==> src/pkg/adcp_defs.vh <==
// Shared constants for the converter parallel output port
`ifndef ADCP_DEFS_VH
`define ADCP_DEFS_VH

// ========================================
// Data word
`define ADCP_DATA_W 16
`define ADCP_CODE_MAX 16'h7fff
`define ADCP_CODE_MIN 16'h8000
`define ADCP_RAW_W 18

// ========================================
// Timing (sample period in clocks, strobe low time)
`define ADCP_DECIM 8
`define ADCP_STROBE_HIGH 4
`define ADCP_CNT_W 4

// ========================================
// AXI4-Lite register map (byte addresses)
`define ADCP_REG_CTRL 4'h0
`define ADCP_REG_DATA 4'h4
`define ADCP_REG_INT_STATUS 4'h8
`define ADCP_REG_INT_MASK 4'hc
`define ADCP_AXI_ADDR_W 4
`define ADCP_RESP_OKAY 2'b00
`define ADCP_RESP_SLVERR 2'b10

// Control and status fields
`define ADCP_CTRL_EXTREF 0
`define ADCP_INT_READY 0
`define ADCP_INT_RANGE 1
`define ADCP_INT_W 2

`endif

==> src/adcp_sync2.v <==
// Two flip-flop synchroniser for a single level
`timescale 1ns/10ps
module adcp_sync2 #(
    parameter [0:0] RST_VAL = 1'b0
) (
    input wire sys_clk_i,
    input wire rst_n_i,
    input wire d_i,
    output wire q_o
);
    reg meta_reg;
    reg sync_reg;

    // ========================================
    // Two stage capture, reset to the pin's idle level so no false edge follows reset
    always @(posedge sys_clk_i or negedge rst_n_i) begin
        if (!rst_n_i) begin
            meta_reg <= RST_VAL;
            sync_reg <= RST_VAL;
        end else begin
            meta_reg <= d_i;
            sync_reg <= meta_reg;
        end
    end
    assign q_o = sync_reg;
endmodule // adcp_sync2

==> src/adcp_clip.v <==
// Saturation of a wide signed result to a 16-bit two's complement word
`timescale 1ns/10ps
`include "adcp_defs.vh"
module adcp_clip #(
    parameter RAW_W = `ADCP_RAW_W
) (
    input wire [RAW_W-1:0] raw_i,
    output reg [`ADCP_DATA_W-1:0] code_o,
    output reg over_o
);
    localparam [RAW_W-1:0] MAXV = {{(RAW_W-`ADCP_DATA_W){1'b0}}, `ADCP_CODE_MAX};
    localparam [RAW_W-1:0] MINV = {{(RAW_W-`ADCP_DATA_W){1'b1}}, `ADCP_CODE_MIN};

    // ========================================
    // Clip beyond full scale; exactly full scale is not out of range
    always @* begin
        if (!raw_i[RAW_W-1] && (raw_i > MAXV)) begin
            code_o = `ADCP_CODE_MAX;
            over_o = 1'b1;
        end else if (raw_i[RAW_W-1] && (raw_i < MINV)) begin
            code_o = `ADCP_CODE_MIN;
            over_o = 1'b1;
        end else begin
            code_o = raw_i[`ADCP_DATA_W-1:0];
            over_o = 1'b0;
        end
    end
endmodule // adcp_clip

==> src/adcp_port.v <==
// Converter digital output port: reset, clipping, range flag, strobe, parallel bus, AXI4-Lite
// Operation
// Low reset input clears the device at once, without a clock edge.
// During reset all state clears, data bus low, ready strobe high.
// Host should release reset on a falling sampling clock edge.
// Ready strobe falls on the second rising edge after reset release.
// Host waits 47 ready periods for filter settling before using data.
// Shared clock and common reset make several converters strobe together.
// Each result is a 16-bit two's complement word.
// Above positive full scale the word clips to 7fff and flags.
// Below negative full scale the word clips to 8000 and flags.
// Flag stays set while the input stays beyond full scale.
// Flag changes only at a falling edge of the ready strobe.
// Exactly full scale gives 7fff or 8000 with the flag low.
// A falling ready strobe announces each new word.
// Bus is driven only while select and read are both low; the code drives it from the synchronised pins, three clocks late.
// Reference select low enables the internal reference generators; the code keeps them off while the control bit is set.
// Reference select high disables all three internal reference generators.
// Sampling clock is supplied continuously from outside.
// Host reads once per ready period, between two falling strobes.
`timescale 1ns/10ps
`include "adcp_defs.vh"
module adcp_port #(
    parameter DECIM = `ADCP_DECIM,
    parameter RAW_W = `ADCP_RAW_W
) (
    input wire sys_clk_i,
    input wire rst_i,
    input wire rst_n_i,
    input wire [RAW_W-1:0] filter_raw_i,
    input wire chip_select_n_i,
    input wire read_n_i,
    input wire external_ref_select_i,
    output reg [`ADCP_DATA_W-1:0] data_out_o,
    output reg data_oe_o,
    output reg sample_ready_n_o,
    output reg out_of_range_flag_o,
    output reg ref_positive_en_o,
    output reg ref_negative_en_o,
    output reg ref_mid_en_o,
    output reg irq_o,
    input wire [`ADCP_AXI_ADDR_W-1:0] s_axi_awaddr,
    input wire s_axi_awvalid,
    output reg s_axi_awready,
    input wire [31:0] s_axi_wdata,
    input wire [3:0] s_axi_wstrb,
    input wire s_axi_wvalid,
    output reg s_axi_wready,
    output reg [1:0] s_axi_bresp,
    output reg s_axi_bvalid,
    input wire s_axi_bready,
    input wire [`ADCP_AXI_ADDR_W-1:0] s_axi_araddr,
    input wire s_axi_arvalid,
    output reg s_axi_arready,
    output reg [31:0] s_axi_rdata,
    output reg [1:0] s_axi_rresp,
    output reg s_axi_rvalid,
    input wire s_axi_rready
);
    // Period end and strobe rise points, cut to the counter width on purpose
    localparam integer LAST_I = DECIM - 1;
    localparam integer HIGH_I = `ADCP_STROBE_HIGH - 1;
    localparam [`ADCP_CNT_W-1:0] LAST = LAST_I[`ADCP_CNT_W-1:0];
    localparam [`ADCP_CNT_W-1:0] HIGH_END = HIGH_I[`ADCP_CNT_W-1:0];
    localparam ST_RESET = 2'd0;
    localparam ST_FIRST = 2'd1;
    localparam ST_RUN = 2'd2;

    wire cs_n_sync;
    wire rd_n_sync;
    wire extref_sync;
    wire [`ADCP_DATA_W-1:0] clip_code;
    wire clip_over;
    reg [1:0] state_reg;
    reg [`ADCP_CNT_W-1:0] phase_reg;
    reg [`ADCP_DATA_W-1:0] word_reg;
    reg extref_ctrl_reg;
    reg [`ADCP_INT_W-1:0] int_status_reg;
    reg [`ADCP_INT_W-1:0] int_mask_reg;
    reg [`ADCP_INT_W-1:0] int_set;
    reg [`ADCP_INT_W-1:0] int_clr;
    reg [`ADCP_AXI_ADDR_W-1:0] awaddr_reg;
    reg [31:0] wdata_reg;
    reg aw_have_reg;
    reg w_have_reg;
    wire strobe_fall;
    wire ext_ref;

    // ========================================
    // Synchronise the host pins; select and read reset high so the bus stays off
    adcp_sync2 #(.RST_VAL(1'b1)) u_sync_cs (
        .sys_clk_i(sys_clk_i),
        .rst_n_i(rst_n_i),
        .d_i(chip_select_n_i),
        .q_o(cs_n_sync)
    );
    adcp_sync2 #(.RST_VAL(1'b1)) u_sync_rd (
        .sys_clk_i(sys_clk_i),
        .rst_n_i(rst_n_i),
        .d_i(read_n_i),
        .q_o(rd_n_sync)
    );
    adcp_sync2 u_sync_ref (
        .sys_clk_i(sys_clk_i),
        .rst_n_i(rst_n_i),
        .d_i(external_ref_select_i),
        .q_o(extref_sync)
    );

    // ========================================
    // Clipping of the filter result
    adcp_clip #(.RAW_W(RAW_W)) u_clip (
        .raw_i(filter_raw_i),
        .code_o(clip_code),
        .over_o(clip_over)
    );

    // New word lands when the strobe falls, at the end of each period
    assign strobe_fall = ((state_reg == ST_FIRST) || (state_reg == ST_RUN && phase_reg == LAST));
    // Pin or control bit asks for the external reference
    assign ext_ref = extref_sync | extref_ctrl_reg;

    // ========================================
    // Sample timing, strobe, word capture and range flag
    always @(posedge sys_clk_i or negedge rst_n_i) begin
        if (!rst_n_i) begin
            state_reg <= ST_RESET;
            phase_reg <= {`ADCP_CNT_W{1'b0}};
            word_reg <= {`ADCP_DATA_W{1'b0}};
            sample_ready_n_o <= 1'b1;
            out_of_range_flag_o <= 1'b0;
            data_out_o <= {`ADCP_DATA_W{1'b0}};
            data_oe_o <= 1'b0;
        end else if (rst_i) begin
            state_reg <= ST_RESET;
            phase_reg <= {`ADCP_CNT_W{1'b0}};
            word_reg <= {`ADCP_DATA_W{1'b0}};
            sample_ready_n_o <= 1'b1;
            out_of_range_flag_o <= 1'b0;
            data_out_o <= {`ADCP_DATA_W{1'b0}};
            data_oe_o <= 1'b0;
        end else begin
            case (state_reg)
                ST_RESET: begin
                    state_reg <= ST_FIRST; // first edge after release
                end
                ST_FIRST: begin
                    state_reg <= ST_RUN; // strobe low on second edge
                    phase_reg <= {`ADCP_CNT_W{1'b0}};
                end
                ST_RUN: begin
                    if (phase_reg == LAST) begin
                        phase_reg <= {`ADCP_CNT_W{1'b0}};
                    end else begin
                        phase_reg <= phase_reg + 1'b1;
                    end
                end
                default: begin
                    state_reg <= ST_RESET;
                end
            endcase
            // Strobe falls with each new word, rises mid period
            if (strobe_fall) begin
                sample_ready_n_o <= 1'b0;
                word_reg <= clip_code;
                out_of_range_flag_o <= clip_over;
            end else if (state_reg == ST_RUN && phase_reg == HIGH_END) begin
                sample_ready_n_o <= 1'b1;
            end
            // Parallel bus drive gated by select and read
            data_oe_o <= ~cs_n_sync & ~rd_n_sync;
            data_out_o <= (~cs_n_sync & ~rd_n_sync) ? (strobe_fall ? clip_code : word_reg) :
                          {`ADCP_DATA_W{1'b0}};
        end
    end

    // ========================================
    // Reference generator enables
    always @(posedge sys_clk_i or negedge rst_n_i) begin
        if (!rst_n_i) begin
            ref_positive_en_o <= 1'b0;
            ref_negative_en_o <= 1'b0;
            ref_mid_en_o <= 1'b0;
        end else if (rst_i) begin
            ref_positive_en_o <= 1'b0;
            ref_negative_en_o <= 1'b0;
            ref_mid_en_o <= 1'b0;
        end else begin
            ref_positive_en_o <= ~ext_ref;
            ref_negative_en_o <= ~ext_ref;
            ref_mid_en_o <= ~ext_ref;
        end
    end

    // ========================================
    // Interrupt events and clear by writing one
    always @* begin
        int_set = {`ADCP_INT_W{1'b0}};
        int_set[`ADCP_INT_READY] = strobe_fall;
        int_set[`ADCP_INT_RANGE] = strobe_fall & clip_over;
        int_clr = {`ADCP_INT_W{1'b0}};
        if (aw_have_reg && w_have_reg && !s_axi_bvalid && awaddr_reg == `ADCP_REG_INT_STATUS) begin
            int_clr = wdata_reg[`ADCP_INT_W-1:0];
        end
    end

    // ========================================
    // AXI4-Lite write path
    always @(posedge sys_clk_i or negedge rst_n_i) begin
        if (!rst_n_i) begin
            s_axi_awready <= 1'b0;
            s_axi_wready <= 1'b0;
            s_axi_bvalid <= 1'b0;
            s_axi_bresp <= `ADCP_RESP_OKAY;
            aw_have_reg <= 1'b0;
            w_have_reg <= 1'b0;
            awaddr_reg <= {`ADCP_AXI_ADDR_W{1'b0}};
            wdata_reg <= 32'h0000_0000;
            extref_ctrl_reg <= 1'b0;
            int_mask_reg <= {`ADCP_INT_W{1'b0}};
            int_status_reg <= {`ADCP_INT_W{1'b0}};
            irq_o <= 1'b0;
        end else if (rst_i) begin
            s_axi_awready <= 1'b0;
            s_axi_wready <= 1'b0;
            s_axi_bvalid <= 1'b0;
            s_axi_bresp <= `ADCP_RESP_OKAY;
            aw_have_reg <= 1'b0;
            w_have_reg <= 1'b0;
            awaddr_reg <= {`ADCP_AXI_ADDR_W{1'b0}};
            wdata_reg <= 32'h0000_0000;
            extref_ctrl_reg <= 1'b0;
            int_mask_reg <= {`ADCP_INT_W{1'b0}};
            int_status_reg <= {`ADCP_INT_W{1'b0}};
            irq_o <= 1'b0;
        end else begin
            s_axi_awready <= !aw_have_reg && !s_axi_awready && s_axi_awvalid;
            s_axi_wready <= !w_have_reg && !s_axi_wready && s_axi_wvalid;
            if (s_axi_awvalid && s_axi_awready) begin
                aw_have_reg <= 1'b1;
                awaddr_reg <= s_axi_awaddr;
            end
            if (s_axi_wvalid && s_axi_wready) begin
                w_have_reg <= 1'b1;
                wdata_reg <= s_axi_wdata;
            end
            if (aw_have_reg && w_have_reg && !s_axi_bvalid) begin
                s_axi_bvalid <= 1'b1;
                s_axi_bresp <= `ADCP_RESP_OKAY;
                case (awaddr_reg)
                    `ADCP_REG_CTRL: begin
                        extref_ctrl_reg <= wdata_reg[`ADCP_CTRL_EXTREF];
                    end
                    `ADCP_REG_INT_MASK: begin
                        int_mask_reg <= wdata_reg[`ADCP_INT_W-1:0];
                    end
                    `ADCP_REG_INT_STATUS: begin
                    end
                    default: begin
                        s_axi_bresp <= `ADCP_RESP_SLVERR;
                    end
                endcase
            end
            if (s_axi_bvalid && s_axi_bready) begin
                s_axi_bvalid <= 1'b0;
                aw_have_reg <= 1'b0;
                w_have_reg <= 1'b0;
            end
            // Set wins over clear
            int_status_reg <= (int_status_reg & ~int_clr) | int_set;
            irq_o <= |(((int_status_reg & ~int_clr) | int_set) & int_mask_reg);
        end
    end

    // ========================================
    // AXI4-Lite read path
    always @(posedge sys_clk_i or negedge rst_n_i) begin
        if (!rst_n_i) begin
            s_axi_arready <= 1'b0;
            s_axi_rvalid <= 1'b0;
            s_axi_rdata <= 32'h0000_0000;
            s_axi_rresp <= `ADCP_RESP_OKAY;
        end else if (rst_i) begin
            s_axi_arready <= 1'b0;
            s_axi_rvalid <= 1'b0;
            s_axi_rdata <= 32'h0000_0000;
            s_axi_rresp <= `ADCP_RESP_OKAY;
        end else begin
            s_axi_arready <= !s_axi_rvalid && !s_axi_arready && s_axi_arvalid;
            if (s_axi_arvalid && s_axi_arready) begin
                s_axi_rvalid <= 1'b1;
                s_axi_rresp <= `ADCP_RESP_OKAY;
                case (s_axi_araddr)
                    `ADCP_REG_CTRL: s_axi_rdata <= {31'h0000_0000, extref_ctrl_reg};
                    `ADCP_REG_DATA: s_axi_rdata <= {14'h0000, out_of_range_flag_o, sample_ready_n_o, word_reg};
                    `ADCP_REG_INT_STATUS: s_axi_rdata <= {30'h0000_0000, int_status_reg};
                    `ADCP_REG_INT_MASK: s_axi_rdata <= {30'h0000_0000, int_mask_reg};
                    default: begin
                        s_axi_rdata <= 32'h0000_0000;
                        s_axi_rresp <= `ADCP_RESP_SLVERR;
                    end
                endcase
            end else if (s_axi_rvalid && s_axi_rready) begin
                s_axi_rvalid <= 1'b0;
            end
        end
    end
endmodule // adcp_port

==> config.mk <==
export PLATFORM = sky130hd
export DESIGN_NAME = adcp_port
export DESIGN_NICKNAME = d
export VERILOG_FILES = /design/src/adcp_sync2.v /design/src/adcp_clip.v /design/src/adcp_port.v
export VERILOG_INCLUDE_DIRS = /design/src /design/src/pkg
export SDC_FILE = /design/constraint.sdc
export NUM_CORES = 1
export LEC_CHECK = 0
export BUFFER_PORTS_ARGS = -buffer_cell sky130_fd_sc_hd__buf_2
export CAP_MARGIN = 15
export CORE_MARGIN = 1.5
export CORE_UTILIZATION = 40
export CTS_CLUSTER_SIZE = 20
export DETAILED_ROUTE_END_ITERATION = 16
export PLACE_DENSITY = 0.69
export REMOVE_ABC_BUFFERS = 1
export SLEW_MARGIN = 20
export SYNTH_ARGS = -nofsm -noshare
export SYNTH_HDL_FRONTEND = slang
export SYNTH_SLANG_ARGS = --single-unit
==> constraint.sdc <==
create_clock -name sys_clk_i -period 1.44 [get_ports sys_clk_i]
set_input_delay 0.216 -clock sys_clk_i [delete_from_list [all_inputs] [get_ports sys_clk_i]]
set_output_delay 0.216 -clock sys_clk_i [all_outputs]
set_load 0.005 [all_outputs]
### Word level (Yosys, flattened, before mapping)

Cells that the tools add are included.

| storage, ports and cells | value |
|---|---|
| register bits after elaboration | 103 |
| bits in latches | 0 |
| memory bits (writable) | 0 |
| memory bits (read-only) | 0 |
| input port bits | 73 |
| logic and storage cells | 158 |
| memories | 0 |

| cells by class | value |
|---|---|
| add/subtract/negate cells | 1 |
| multiply operators | 0 |
| div/mod/pow operators | 0 |
| $lt $le $gt $ge | 2 |
| eq/ne operators | 10 |
| shift operators | 0 |
| mux-type cells | 57 |
| bitwise operators | 10 |
| reductions and logical operators | 48 |

Operators by type and width:

| kind | number |
|---|---|
| $mux 16 | 6 |
| $pmux 18 s4 | 1 |
| $mux 32 | 2 |
| $mux 1 | 28 |
| $mux 2 | 14 |
| $gt 18x15->1 const B | 1 |
| $logic_and 1x1->1 | 18 |
| $lt 18x18->1 const B | 1 |
| $reduce_bool 3->1 | 6 |
| $eq 4x4->1 const B | 4 |
| $mux 4 | 4 |
| $reduce_bool 2->1 | 7 |
| $eq 4x3->1 const B | 2 |
| $logic_not 1->1 | 8 |
| $logic_not 4->1 | 2 |
| $pmux 4 s2 | 1 |
| $pmux 2 s3 | 1 |
| $add 4x1->4 const B | 1 |
| $and 2x2->2 | 2 |
| $eq 4x2->1 const B | 1 |
| $reduce_and 2->1 | 2 |
| $reduce_or 4->1 | 1 |
| $not 1->1 | 3 |
| $reduce_or 3->1 | 1 |
| other kinds (10) | 11 |

### Depth between registers and ports, before layout

Gate-level depths: netlist of run 1.

| logic depth | value |
|---|---|
| depth after elaboration | 10 |
| gate-level depth with buffers | 6 |
| mapped depth without buffers | 5 |

### By module

A second synthesis of run 1 with hierarchy kept.

| second synthesis, totals | value |
|---|---|
| cell total of the unflattened synthesis | 357 |
| area total of the unflattened synthesis | 3885.0 um2 |

By module, submodules not included:

| module | instances | cells each | area an instance (um2) |
|---|---|---|---|
| adcp_port | 1 | 294 | 3397.0 |
| adcp_clip | 1 | 57 | 332.8 |
| adcp_sync2 at u_sync_cs ... | 2 | 2 | 52.6 |
| adcp_sync2 at u_sync_ref | 1 | 2 | 50.0 |

### Worst setup path after synthesis of run 1

OpenSTA, ideal clock, no wires.

| timing | value |
|---|---|
| kind | register to register |
| start point | reg phase_reg[0] |
| end point | reg word_reg[15] |
| setup time | 132 ps |
| data arrival time | 1386 ps |
| data required time | 1308 ps |
| path slack | -78 ps |
| stages on the path, launching flop included | 7 |
| path buffers | 1 |
| cell sequence | dfrtp_1 > ha_1 > nand3b_1 > o22ai_1 > buf_2 > mux2i_1 > nor2_1 |

| on the way | value |
|---|---|
| word-level cells in the longest chain between the ends | 5 |

Ends and longest elaborated chain:

| element | line | text |
|---|---|---|
| from (decl) | adcp_port.v:75 | `` reg [`ADCP_CNT_W-1:0] phase_reg; `` |
| from (signal assigned) | adcp_port.v:128 | `` phase_reg <= {`ADCP_CNT_W{1'b0}}; `` |
| from (signal assigned) | adcp_port.v:136 | `` phase_reg <= {`ADCP_CNT_W{1'b0}}; `` |
| from (signal assigned) | adcp_port.v:149 | `` phase_reg <= {`ADCP_CNT_W{1'b0}}; `` |
| $eq 4x3->1 | adcp_port.v:119 | `assign strobe_fall = ((state_reg == ST_FIRST) \|\| (state_reg == ST_RUN && phase_reg == LAST));` |
| $logic_and 1x1->1 | adcp_port.v:119 |  |
| $logic_or 1x1->1 | adcp_port.v:119 |  |
| $mux 16 (2 in a row) | n/a |  |
| to (signal assigned) | adcp_port.v:129 | `` word_reg <= {`ADCP_DATA_W{1'b0}}; `` |
| to (signal assigned) | adcp_port.v:137 | `` word_reg <= {`ADCP_DATA_W{1'b0}}; `` |
| to (signal assigned) | adcp_port.v:165 | `word_reg <= clip_code;` |
| to (decl) | adcp_port.v:76 | `` reg [`ADCP_DATA_W-1:0] word_reg; `` |

No other way between the ends.
A chain may end at the register's enable or synchronous reset.

### Worst setup path after layout of run 1

| timing | value |
|---|---|
| start point | reg phase_reg[1] |
| end point | reg data_out_o[2] |

| on the way | value |
|---|---|
| word-level cells in the longest chain between the ends | 6 |

Ends and longest elaborated chain:

| element | line | text |
|---|---|---|
| $eq 4x3->1 | adcp_port.v:119 |  |
| $logic_and 1x1->1 | adcp_port.v:119 |  |
| $logic_or 1x1->1 | adcp_port.v:119 |  |
| $mux 16 | n/a |  |
| $mux 16 | adcp_port.v:172 | `data_out_o <= (~cs_n_sync & ~rd_n_sync) ? (strobe_fall ? clip_code : word_reg) :` |
| $mux 16 | adcp_port.v:134 | `end else if (rst_i) begin` |
| to (signal assigned) | adcp_port.v:132 | `` data_out_o <= {`ADCP_DATA_W{1'b0}}; `` |
| to (signal assigned) | adcp_port.v:140 | `` data_out_o <= {`ADCP_DATA_W{1'b0}}; `` |
| to (signal assigned) | adcp_port.v:172 |  |
| to (decl) | adcp_port.v:34 | `` output reg [`ADCP_DATA_W-1:0] data_out_o, `` |

No other way between the ends.

==> summary.md, run 1 <==
## Detailed routing
• routed length per placed instance: 15.3 µm
• Detailed Routing Iterations Pass 1: 4
• vias after detailed routing: 2884
• total length of routed wires: 8480 µm
• DR DRC count: 0
• DRC marker count from the first detailed-route iteration: 101
• remaining antenna violation count: 0
• DR vias/cell: 5.20

## Min path
• Hold Path Depth: 2
• Hold WC Path Type: in2reg

## Placement
• DP Area: 4470 µm²
• RePlAce Congestion: 0.801
• Cell Count Post-Placement: 531
• quantity of I/O buffers inserted on ports: 86
• HPWL after detailed placement: 5850 µm

## Finish
• final instance area: 4920 µm²
• final cell count without fillers: 555
• antenna cells: 0
• most common cell after layout, fill and taps aside: buf_2
• most frequent cells in the layout: 85 x buf_2, 82 x dfrtp_1, 31 x nor2_1, 28 x buf_4, 19 x nor3_2
• max reg flops: 18
• fin nets: 513
• layout cells sized above 1: 42.8%
• final core area utilization: 53.5%
• area added between synthesis and finish: 30.4%

## Worst setup path
• kind of end point of the critical path: register
• Crit path arrival time: 1.81 ns
• required time of the critical path: 1.68 ns
• worst-path maximum fanout: 12
• Worst Reg-to-Reg Cells: 6
• category of the worst setup path launch point: register
• classification of the worst setup path: reg2reg

## Synthesis
• number of flops mapped to enable cells by yosys: 0
• Yosys Warn Count: 0
• mean cell area of the mapped netlist: 11.6 µm²
• sequential fraction of the synthesis area: 57.9%
• number of distinct library cells after synthesis: 44
• Area contributors post-synth: dfrtp_1 54%, nor3_2 5.0%, buf_4 4.0%, a22o_1 3.7%, dfstp_2 3.5%
• gate count of the mapped netlist: 324
• top flip-flop cell by instance count after synthesis: dfrtp_1
• number of storage elements in the synthesis netlist: 87
• Netlist Area Pre-Place: 3770 µm²
• fraction of registers with async set or reset after synthesis: 100%
• biggest area consumer among synthesized cells: dfrtp_1
• share of Yosys cell area claimed by the top area cell type: 54.4%

## Floorplan
• floorplan die height: 100 µm
• Die Wd: 100 µm
• # IOs: 137
• Std-Cell Rows: 35
• Total Die Area: 10000 µm²
• area of the core region: 9200 µm²
• initial core utilization: 41.0%

## Power and ir drop
• Leak: 2.34 nW
• Peak supply drop: 0.000507 V
• cell area power density: 1130 nW/µm²

## Timing
• number of max-slew violations in the final report: 0
• Worst Setup Slack, final: -0.133 ns
• count of final setup violators: 35
• count of endpoints failing hold in the final timing report: 0
• Final period util: 109%
• setup TNS after final layout: -3.34 ns
• Layout Skew: 0.0140 ns
• final period demand of the worst path: 1.57 ns
• final hold slack: 0.0593 ns
• fmax: 636 MHz
• unrepaired setup endpoints after global routing: true

## CTS
• clock network latency to the later pin of the worst-skew pair: 0.36 ns
• clock tree from TritonCTS: built
• Reg clk slew, reported paths: 0.08 ns
• H-tree depth: 3
• TritonCTS buffer count: 9
• cell at the root of the clock tree: clkbuf_8
• maximum root-to-sink buffer count: 2
• total clock sinks: 87

## Outcome
• status: finished, violations left
• violated checks: setup timing

## Global routing
• vias in the first global route: 2874
• maximum number of pins on one net before global-route repair: 42
• first-pass GRT wire length: 14000 µm
• Total GRT Usage: 18.1%
• total grt overflow: 0
• initial antenna violation count: 0

## Flow run
• number of maximum-capacitance constraint violations: 0

synth_stat cells, types with 2 or more instances:
library cell  count
nand2b_1          3
a211oi_2          9
nor2_1           31
nand3b_1          2
a21oi_1          19
dfstp_2           5
buf_2             6
dfrtp_1          82
a22oi_1           3
nor4_1            2
a211oi_1          8
a22o_1           16
nor2b_1           3
clkbuf_1          4
buf_6             2
nor3_2           19
nand3_1          13
nand2_1          18
a31oi_1           3
mux2i_1           7
nor4b_1           4
buf_4            20
o21ai_0           4
a32oi_1           2
inv_1             3
buf_1             3
nor3_1           16
cell families (layout without fill, tap and decap cells):
kind of cell             Yosys count  in the layout  share of synthesized area, %
XOR/XNOR                           1              1                         0.232
AO/OA/AOI/OAI                     67             67                          14.0
AND/OR/NAND/NOR                  121            121                          18.6
adder cells (fa/ha/maj)            1              1                         0.332
flip-flops                        87             87                          57.9
multiplexers                       8              8                          2.45
buffers and inverters             38            143                          6.37
other                              1             16                        0.0994
per-stage QoR:
step / setup slack (ns) / power (mW)
floorplan: -0.655 / 3.17
detailed placement: -0.147 / 3.63
CTS: -0.124 / 5.54
global placement: -0.0748 / 3.60
finish: -0.133 / 5.57
global route: -0.237 / 5.87
layout make-up:
| type | instances | area [µm²] |
|---|---|---|
| clock buffer | 10 | 128 |
| clock inverter | 6 | 92.6 |
| multi-input combinational | 214 | 1570 |
| timing repair buffer | 124 | 798 |
| fill | 808 | 4280 |
| tap | 111 | 139 |
| inverter | 3 | 11.3 |
| sequential | 87 | 2180 |
what timing repair did:
item,CTS,global route
endpoints found under the setup margin,36,54
gates resized for setup,7,23
endpoints found under the hold margin,26,0
setup buffers,1,3
hold buffers,4,0
pin swaps,4,5
layer usage:
| layer | vias up | routed length [µm] | track usage [%] |
|---|---|---|---|
| met5 | - | 0 | 0 |
| met2 | 98 | 4220 | 30.1 |
| li1 | 1351 | - | - |
| met1 | 1426 | 3640 | 22.4 |
| met4 | 0 | 107 | 7.80 |
| met3 | 9 | 516 | 4.46 |
power by group:
| part | internal (mW) | leakage, nW | switching [mW] |
|---|---|---|---|
| combinational | 0.418 | 1.07 | 0.591 |
| sequential | 2.60 | 1.17 | 0.0923 |
| clock | 0.990 | 0.104 | 0.877 |
path summary, 6_finish.rpt:
kind | startpoint | to | slack, ns
min in group asynchronous | rst_n_i | s_axi_rdata[9] | 0.32
worst max-delay path | phase_reg[1] | data_out_o[2] | -0.13
max in group asynchronous | rst_n_i | int_status_reg[0] | 0.57
worst min-delay path | s_axi_bready | aw_have_reg | 0.06
worst min register to register | u_sync_ref.meta_reg | u_sync_ref.q_o | 0.36
worst max register to register | phase_reg[1] | data_out_o[2] | -0.13
critical path: stages (launching register included):
cell	delay, ns
dfrtp_1	0.37
ha_2	0.19
nand3b_1	0.21
a2bb2oi_4	0.23
buf_12	0.16
a211oi_2	0.21
nor3_1	0.09
Note: power is estimated with default switching activity, not from simulation.
==> run 2: changes to the inputs <==
CELL_PAD_IN_SITES_DETAIL_PLACEMENT = 1   (was unset)
CELL_PAD_IN_SITES_GLOBAL_PLACEMENT = 1   (was unset)
CORE_UTILIZATION = 34   (was 40)
PLACE_DENSITY = unset   (was 0.69)
PLACE_DENSITY_LB_ADDON = 0.1   (was unset)
==> run 2 against run 1 <==
The run still ends with setup timing left. Register-to-register slack barely moved. Die area up 17%. First-iteration DRC count down 19%. Total power fell by 3.7%. Final cell count increased by 6.7%. Critical path type unchanged.
==> summary.md, run 2 (synthesis gave the netlist of run 1 again) <==
## Global routing
• total grt overflow: 0, unchanged
• Total GRT Usage: 17.2%, was 18.1%
• first-pass GRT wire length: 15200 µm, was 14000 µm
• initial antenna violation count: 1, was 0
• vias in the first global route: 2902, was 2874
• maximum number of pins on one net before global-route repair: 39, was 42

## CTS
• clock tree from TritonCTS: built, unchanged
• cell at the root of the clock tree: clkbuf_8, unchanged
• clock network latency to the later pin of the worst-skew pair: 0.36 ns, about the same
• Reg clk slew, reported paths: 0.11 ns, was 0.08 ns
• TritonCTS buffer count: 9, unchanged
• total clock sinks: 87, unchanged
• H-tree depth: 3, unchanged
• maximum root-to-sink buffer count: 2, unchanged

## Worst setup path
• Worst Reg-to-Reg Cells: 7, was 6
• required time of the critical path: 1.69 ns, was 1.68 ns
• beginning of the worst register-to-register path: phase_reg[0], was phase_reg[1]
• Crit path arrival time: 1.84 ns, was 1.81 ns
• category of the worst setup path launch point: register, unchanged
• r2r setup slk: -0.15 ns, was -0.13 ns
• kind of end point of the critical path: register, unchanged
• worst-path maximum fanout: 9, was 12
• capturing element of the worst setup path: data_out_o[4], was data_out_o[2]
• launch point of the critical path: phase_reg[0], was phase_reg[1]
• classification of the worst setup path: reg2reg, unchanged
• critical register-to-register path endpoint: data_out_o[4], was data_out_o[2]

## Placement
• quantity of I/O buffers inserted on ports: 86, unchanged
• RePlAce Congestion: 0.739, was 0.801
• Cell Count Post-Placement: 565, was 531
• DP Area: 4530 µm², was 4470 µm²
• HPWL after detailed placement: 6590 µm, was 5850 µm

## Detailed routing
• DR vias/cell: 4.87, was 5.20
• Detailed Routing Iterations Pass 1: 4, unchanged
• DRC marker count from the first detailed-route iteration: 82, was 101
• total length of routed wires: 9640 µm, was 8480 µm
• vias after detailed routing: 2884, unchanged
• remaining antenna violation count: 0, unchanged
• routed length per placed instance: 16.3 µm, was 15.3 µm
• DR DRC count: 0, unchanged

## Finish
• layout cells sized above 1: 44.8%, was 42.8%
• fill cell count: 1196, was 808
• max reg flops: 18, unchanged
• final cell count without fillers: 592, was 555
• most frequent cells in the layout: 85 x buf_2, 82 x dfrtp_1, 30 x buf_4, 29 x nor2_1, 23 x nor3_2, was 85 x buf_2, 82 x dfrtp_1, 31 x nor2_1, 28 x buf_4, 19 x nor3_2
• final core area utilization: 46.0%, was 53.5%
• area added between synthesis and finish: 32.1%, was 30.4%
• final instance area: 4990 µm², was 4920 µm²
• most common cell after layout, fill and taps aside: buf_2, unchanged
• fin nets: 520, was 513

## Timing
• number of max-slew violations in the final report: 0, unchanged
• setup TNS after final layout: -3.45 ns, was -3.34 ns
• final period demand of the worst path: 1.59 ns, was 1.57 ns
• worst slew slack as a fraction of its limit: 6.98%
• count of endpoints failing hold in the final timing report: 0, unchanged
• unrepaired setup endpoints after global routing: true, unchanged
• Layout Skew: 0.0185 ns, was 0.0140 ns
• Worst Setup Slack, final: -0.145 ns, was -0.133 ns
• fmax: 631 MHz, was 636 MHz
• count of final setup violators: 35, unchanged
• worst-margin pin slew: 1.39 ns
• Final period util: 110%, was 109%

## Min path
• Hold Path Depth: 2, unchanged
• Hold WC Path Type: in2reg, unchanged

## Flow run
• number of maximum-capacitance constraint violations: 0, unchanged

## Floorplan
• # IOs: 137, unchanged
• floorplan die height: 108 µm, was 100 µm
• initial core utilization: 34.8%, was 41.0%
• Std-Cell Rows: 38, was 35
• Total Die Area: 11700 µm², was 10000 µm²
• area of the core region: 10800 µm², was 9200 µm²
• Die Wd: 108 µm, was 100 µm

## Outcome
• status: finished, violations left, unchanged
• violated checks: setup timing, unchanged

## Power and ir drop
• cell area power density: 1080 nW/µm², was 1130 nW/µm²
• Peak supply drop: 0.000409 V, was 0.000507 V
• overall power: 5.36 mW, was 5.57 mW
• Leak: 2.35 nW, was 2.34 nW

run 2: cell count changes in the layout (fill, tap and decap cells not counted), moves of 2 or more:
cell / delta
a32oi_2: -2
nor3_1: -4
nor3_2: +4
bufinv_16: -2
buf_6: +5
a32oi_1: +2
nor2_1: -2
a21oi_1: -2
buf_4: +2
nor2_2: +2
a21oi_2: +2
run 2: final cells by class:
class,count,area [µm²],area share (%)
Tap cell,140,175,3.51
Inverter,3,11.3,0.226
Sequential cell,87,2180,43.8
Antenna cell,1,2.50,0.0502
Clock inverter,6,46.3,0.928
Multi-Input combinational cell,214,1570,31.5
Timing Repair Buffer,131,870,17.4
Clock buffer,10,128,2.56
run 2: layer usage:
layer	global-route usage [%]	vias to the layer above	part of all wire (%)
li1	-	1362	-
met1	22.0	1447	45
met2	28.7	65	49
met3	3.98	10	4.6
met4	5.92	0	1.3
met5	0	-	0
run 2: worst max-delay path, cell delays in order (launching register included):
cell and delay (ns):
dfrtp_1 0.37, ha_2 0.19, nand3b_1 0.11, buf_4 0.16, a2bb2oi_4 0.16, buf_12 0.16, a211oi_2 0.26, nor3_2 0.08
run 2: worst min-delay path by stage:
stage	start	end	slack, ns
6_report	s_axi_bready	aw_have_reg	0.08
5_1_grt	s_axi_bready	w_have_reg	0.07
4_1_cts	s_axi_bready	aw_have_reg	0.06
3_5_place_dp	rst_n_i	data_out_o[4]	0.16
3_3_place_gp	rst_n_i	s_axi_rdata[4]	0.15
2_1_floorplan	rst_n_i	aw_have_reg	-0.08
run 2: per-stage QoR:
stage / hold WS [ns] / setup slack, ns
after global placement: 0.152 / -0.108
after global routing: 0.0712 / -0.239
after CTS: 0.0637 / -0.159
final: 0.0793 / -0.145
after floorplan: -0.0796 / -0.655
after detailed placement: 0.158 / -0.175
run 2: timing repair:
item,4_1_cts,5_1_grt
pin swaps,2,20
hold buffers,4,0
endpoints found under the hold margin,22,0
resized for setup,19,21
setup endpoints to repair,36,55
setup buffers,3,2
gates cloned,1,0
run 2: report_power, final:
part	internal (mW)	total, mW	switching [mW]
sequential	2.60	2.69	0.0884
combinational	0.462	1.10	0.634
clock	0.641	1.58	0.937
total	3.70	5.36	1.66
==> run 3: changes to the inputs <==
BUFFER_PORTS_ARGS = -buffer_cell sky130_fd_sc_hd__clkbuf_2   (was -buffer_cell sky130_fd_sc_hd__buf_2)
==> run 3 against run 2 <==
The flow still finishes with violations (setup timing). Sequential power about the same. Critical path depth down 1. Largest cell class unchanged. Critical endpoint is now data_out_o[13]. Non-clock buffer count decreased by 10.
==> summary.md, run 3 (synthesis gave the netlist of run 1 again) <==
## Timing
• number of max-slew violations in the final report: 0, unchanged
• Worst Setup Slack, final: -0.119 ns, was -0.145 ns
• worst-margin pin slew: 1.38 ns, was 1.39 ns
• Final period util: 108%, was 110%
• Layout Skew: 0.0136 ns, was 0.0185 ns
• fmax: 641 MHz, was 631 MHz
• unrepaired setup endpoints after global routing: true, unchanged
• setup TNS after final layout: -2.69 ns, was -3.45 ns
• count of final setup violators: 34, was 35
• worst slew slack as a fraction of its limit: 7.75%, was 6.98%
• count of endpoints failing hold in the final timing report: 0, unchanged
• final period demand of the worst path: 1.56 ns, was 1.59 ns
• final hold slack: 0.0448 ns, was 0.0793 ns

## Worst setup path
• kind of end point of the critical path: register, unchanged
• critical register-to-register path endpoint: data_out_o[13], was data_out_o[4]
• classification of the worst setup path: reg2reg, unchanged
• largest stage delay on the critical path: 0.39 ns, was 0.37 ns
• Critical Path Slowest Stage Cell: dfrtp_1, unchanged
• worst-path maximum fanout: 7, was 9
• r2r setup slk: -0.12 ns, was -0.15 ns
• category of the worst setup path launch point: register, unchanged
• crit-path cells: ha_2 -> nand3b_1 -> a2bb2oi_4 -> buf_6 -> a211oi_2 -> nor3_2, was ha_2 -> nand3b_1 -> buf_4 -> a2bb2oi_4 -> buf_12 -> a211oi_2 -> nor3_2
• required time of the critical path: 1.73 ns, was 1.69 ns
• Worst Reg-to-Reg Cells: 6, was 7
• Crit path arrival time: 1.85 ns, was 1.84 ns
• beginning of the worst register-to-register path: phase_reg[0], unchanged

## Global routing
• vias in the first global route: 2977, was 2902
• first-pass GRT wire length: 15200 µm, about the same
• initial antenna violation count: 0, was 1
• maximum number of pins on one net before global-route repair: 88, was 39
• Total GRT Usage: 17.1%, was 17.2%
• total grt overflow: 0, unchanged

## Detailed routing
• DR DRC count: 0, unchanged
• routed length per placed instance: 16.0 µm, was 16.3 µm
• DR vias/cell: 4.91, was 4.87
• Detailed Routing Iterations Pass 1: 4, unchanged
• Routed met1 length: 4190 µm, was 4310 µm
• DRC marker count from the first detailed-route iteration: 98, was 82
• total length of routed wires: 9300 µm, was 9640 µm
• remaining antenna violation count: 0, unchanged
• WL met3: 470 µm, was 448 µm
• vias after detailed routing: 2855, was 2884
• highest routed metal layer: met4, unchanged
• total met2 wirelength after detailed routing: 4510 µm, was 4770 µm

## Power and ir drop
• Combinational Power Share: 18.9%, was 20.4%
• overall power: 5.26 mW, was 5.36 mW
• Peak supply drop: 0.000395 V, was 0.000409 V
• power share of the sequential group: 51.2%, was 50.1%
• switching power as a share of total power: 29.4%, was 30.9%
• cell-internal power: 3.71 mW, was 3.70 mW
• cell area power density: 1080 nW/µm², about the same
• Leak: 2.27 nW, was 2.35 nW
• power share of the clock group: 29.9%, was 29.4%
• P_sw: 1.55 mW, was 1.66 mW

## CTS
• clock tree from TritonCTS: built, unchanged
• Reg clk slew, reported paths: 0.08 ns, was 0.11 ns
• post-CTS setup buffer count: 0, was 3
• total clock sinks: 87, unchanged
• cell at the root of the clock tree: clkbuf_8, unchanged
• clock network latency to the later pin of the worst-skew pair: 0.37 ns, was 0.36 ns
• TritonCTS buffer count: 9, unchanged
• H-tree depth: 3, unchanged
• maximum root-to-sink buffer count: 2, unchanged

## Floorplan
• Die Wd: 108 µm, unchanged
• Std-Cell Rows: 38, unchanged
• # IOs: 137, unchanged
• floorplan die height: 108 µm, unchanged
• initial core utilization: 34.8%, unchanged
• Total Die Area: 11700 µm², unchanged
• area of the core region: 10800 µm², unchanged

## Min path
• endpoint with the worst hold slack: w_have_reg, was aw_have_reg
• Hold Path Depth: 2, unchanged
• Hold WC Path Type: in2reg, unchanged
• hold wc startpoint: s_axi_bready, unchanged

## Finish
• final instance area: 4850 µm², was 4990 µm²
• final core area utilization: 44.8%, was 46.0%
• fin nets: 510, was 520
• most common cell after layout, fill and taps aside: clkbuf_2, was buf_2
• most frequent cells in the layout: 85 x clkbuf_2, 82 x dfrtp_1, 27 x nor2_1, 26 x buf_4, 22 x nor3_2, was 85 x buf_2, 82 x dfrtp_1, 30 x buf_4, 29 x nor2_1, 23 x nor3_2
• max reg flops: 18, unchanged
• antenna cells: 0, was 1
• final cell count without fillers: 581, was 592
• area added between synthesis and finish: 28.6%, was 32.1%
• fill cell count: 1195, was 1196
• layout cells sized above 1: 42.9%, was 44.8%

## Placement
• Cell Count Post-Placement: 561, was 565
• DP Area: 4490 µm², was 4530 µm²
• quantity of I/O buffers inserted on ports: 86, unchanged
• RePlAce Congestion: 0.722, was 0.739
• HPWL after detailed placement: 6420 µm, was 6590 µm
• DP Worst Slack: -0.168 ns, was -0.175 ns

## Outcome
• status: finished, violations left, unchanged
• violated checks: setup timing, unchanged

## Flow run
• number of maximum-capacitance constraint violations: 0, unchanged

-- run 3: cell count changes in the layout (fill, tap and decap cells not counted), sizes merged --
cell      change
clkbuf       +88
clkinvlp      -1
inv           -2
buf          -95
diode         -1
-- run 3: final cells by class --
cell class	count	area (µm²)	area share, %
clock buffers	13	159	3.27
clock inverters	3	17.5	0.361
inverters	3	11.3	0.232
multi-input cells	214	1550	31.9
flip-flops and latches	87	2180	45.0
well taps	140	175	3.61
repair buffers	121	758	15.6
-- run 3: worst max path at each step --
stage | from | slack [ns] | endpoint | cells after the start
finish | phase_reg[0] | -0.12 | data_out_o[13] | 6
global placement | phase_reg[0] | -0.13 | data_out_o[8] | 6
detailed placement | phase_reg[0] | -0.17 | data_out_o[4] | 6
global route | phase_reg[1] | -0.22 | word_reg[15] | 6
floorplan | phase_reg[0] | -0.65 | data_out_o[15] | 5
CTS | phase_reg[0] | -0.13 | data_out_o[1] | 6
-- run 3: worst max-delay path, delay by kind of cell (launching register included) --
kind / cells / cell delay [ns]
AND/OR/NAND/NOR: 2 / 0.42
flip-flops: 1 / 0.39
AO/OA/AOI/OAI: 2 / 0.28
buffers and inverters: 1 / 0.20
adder cells (fa/ha/maj): 1 / 0.19
-- run 3: repair_timing --
item,4_1_cts,5_1_grt
gates resized for setup,4,24
hold buffers,4,0
endpoints found under the hold margin,85,0
cloned,0,0
endpoints found under the setup margin,34,53
pin swaps,5,6
-- run 3: power by group through the flow --
stage                     logic (mW)  clock network [mW]  registers (mW)
after floorplan                0.418                   0            2.75
after detailed placement       0.912                   0            2.74
after global routing            1.10                1.74            2.71
after CTS                      0.936                1.65            2.69
final                          0.993                1.57            2.69
after global placement         0.885                   0            2.73
-- run 3: layer usage --
layer	GRT usage, %	up-vias
met5	0	-
met4	6.20	0
met3	4.40	14
met2	28.9	64
met1	21.0	1436
li1	-	1341
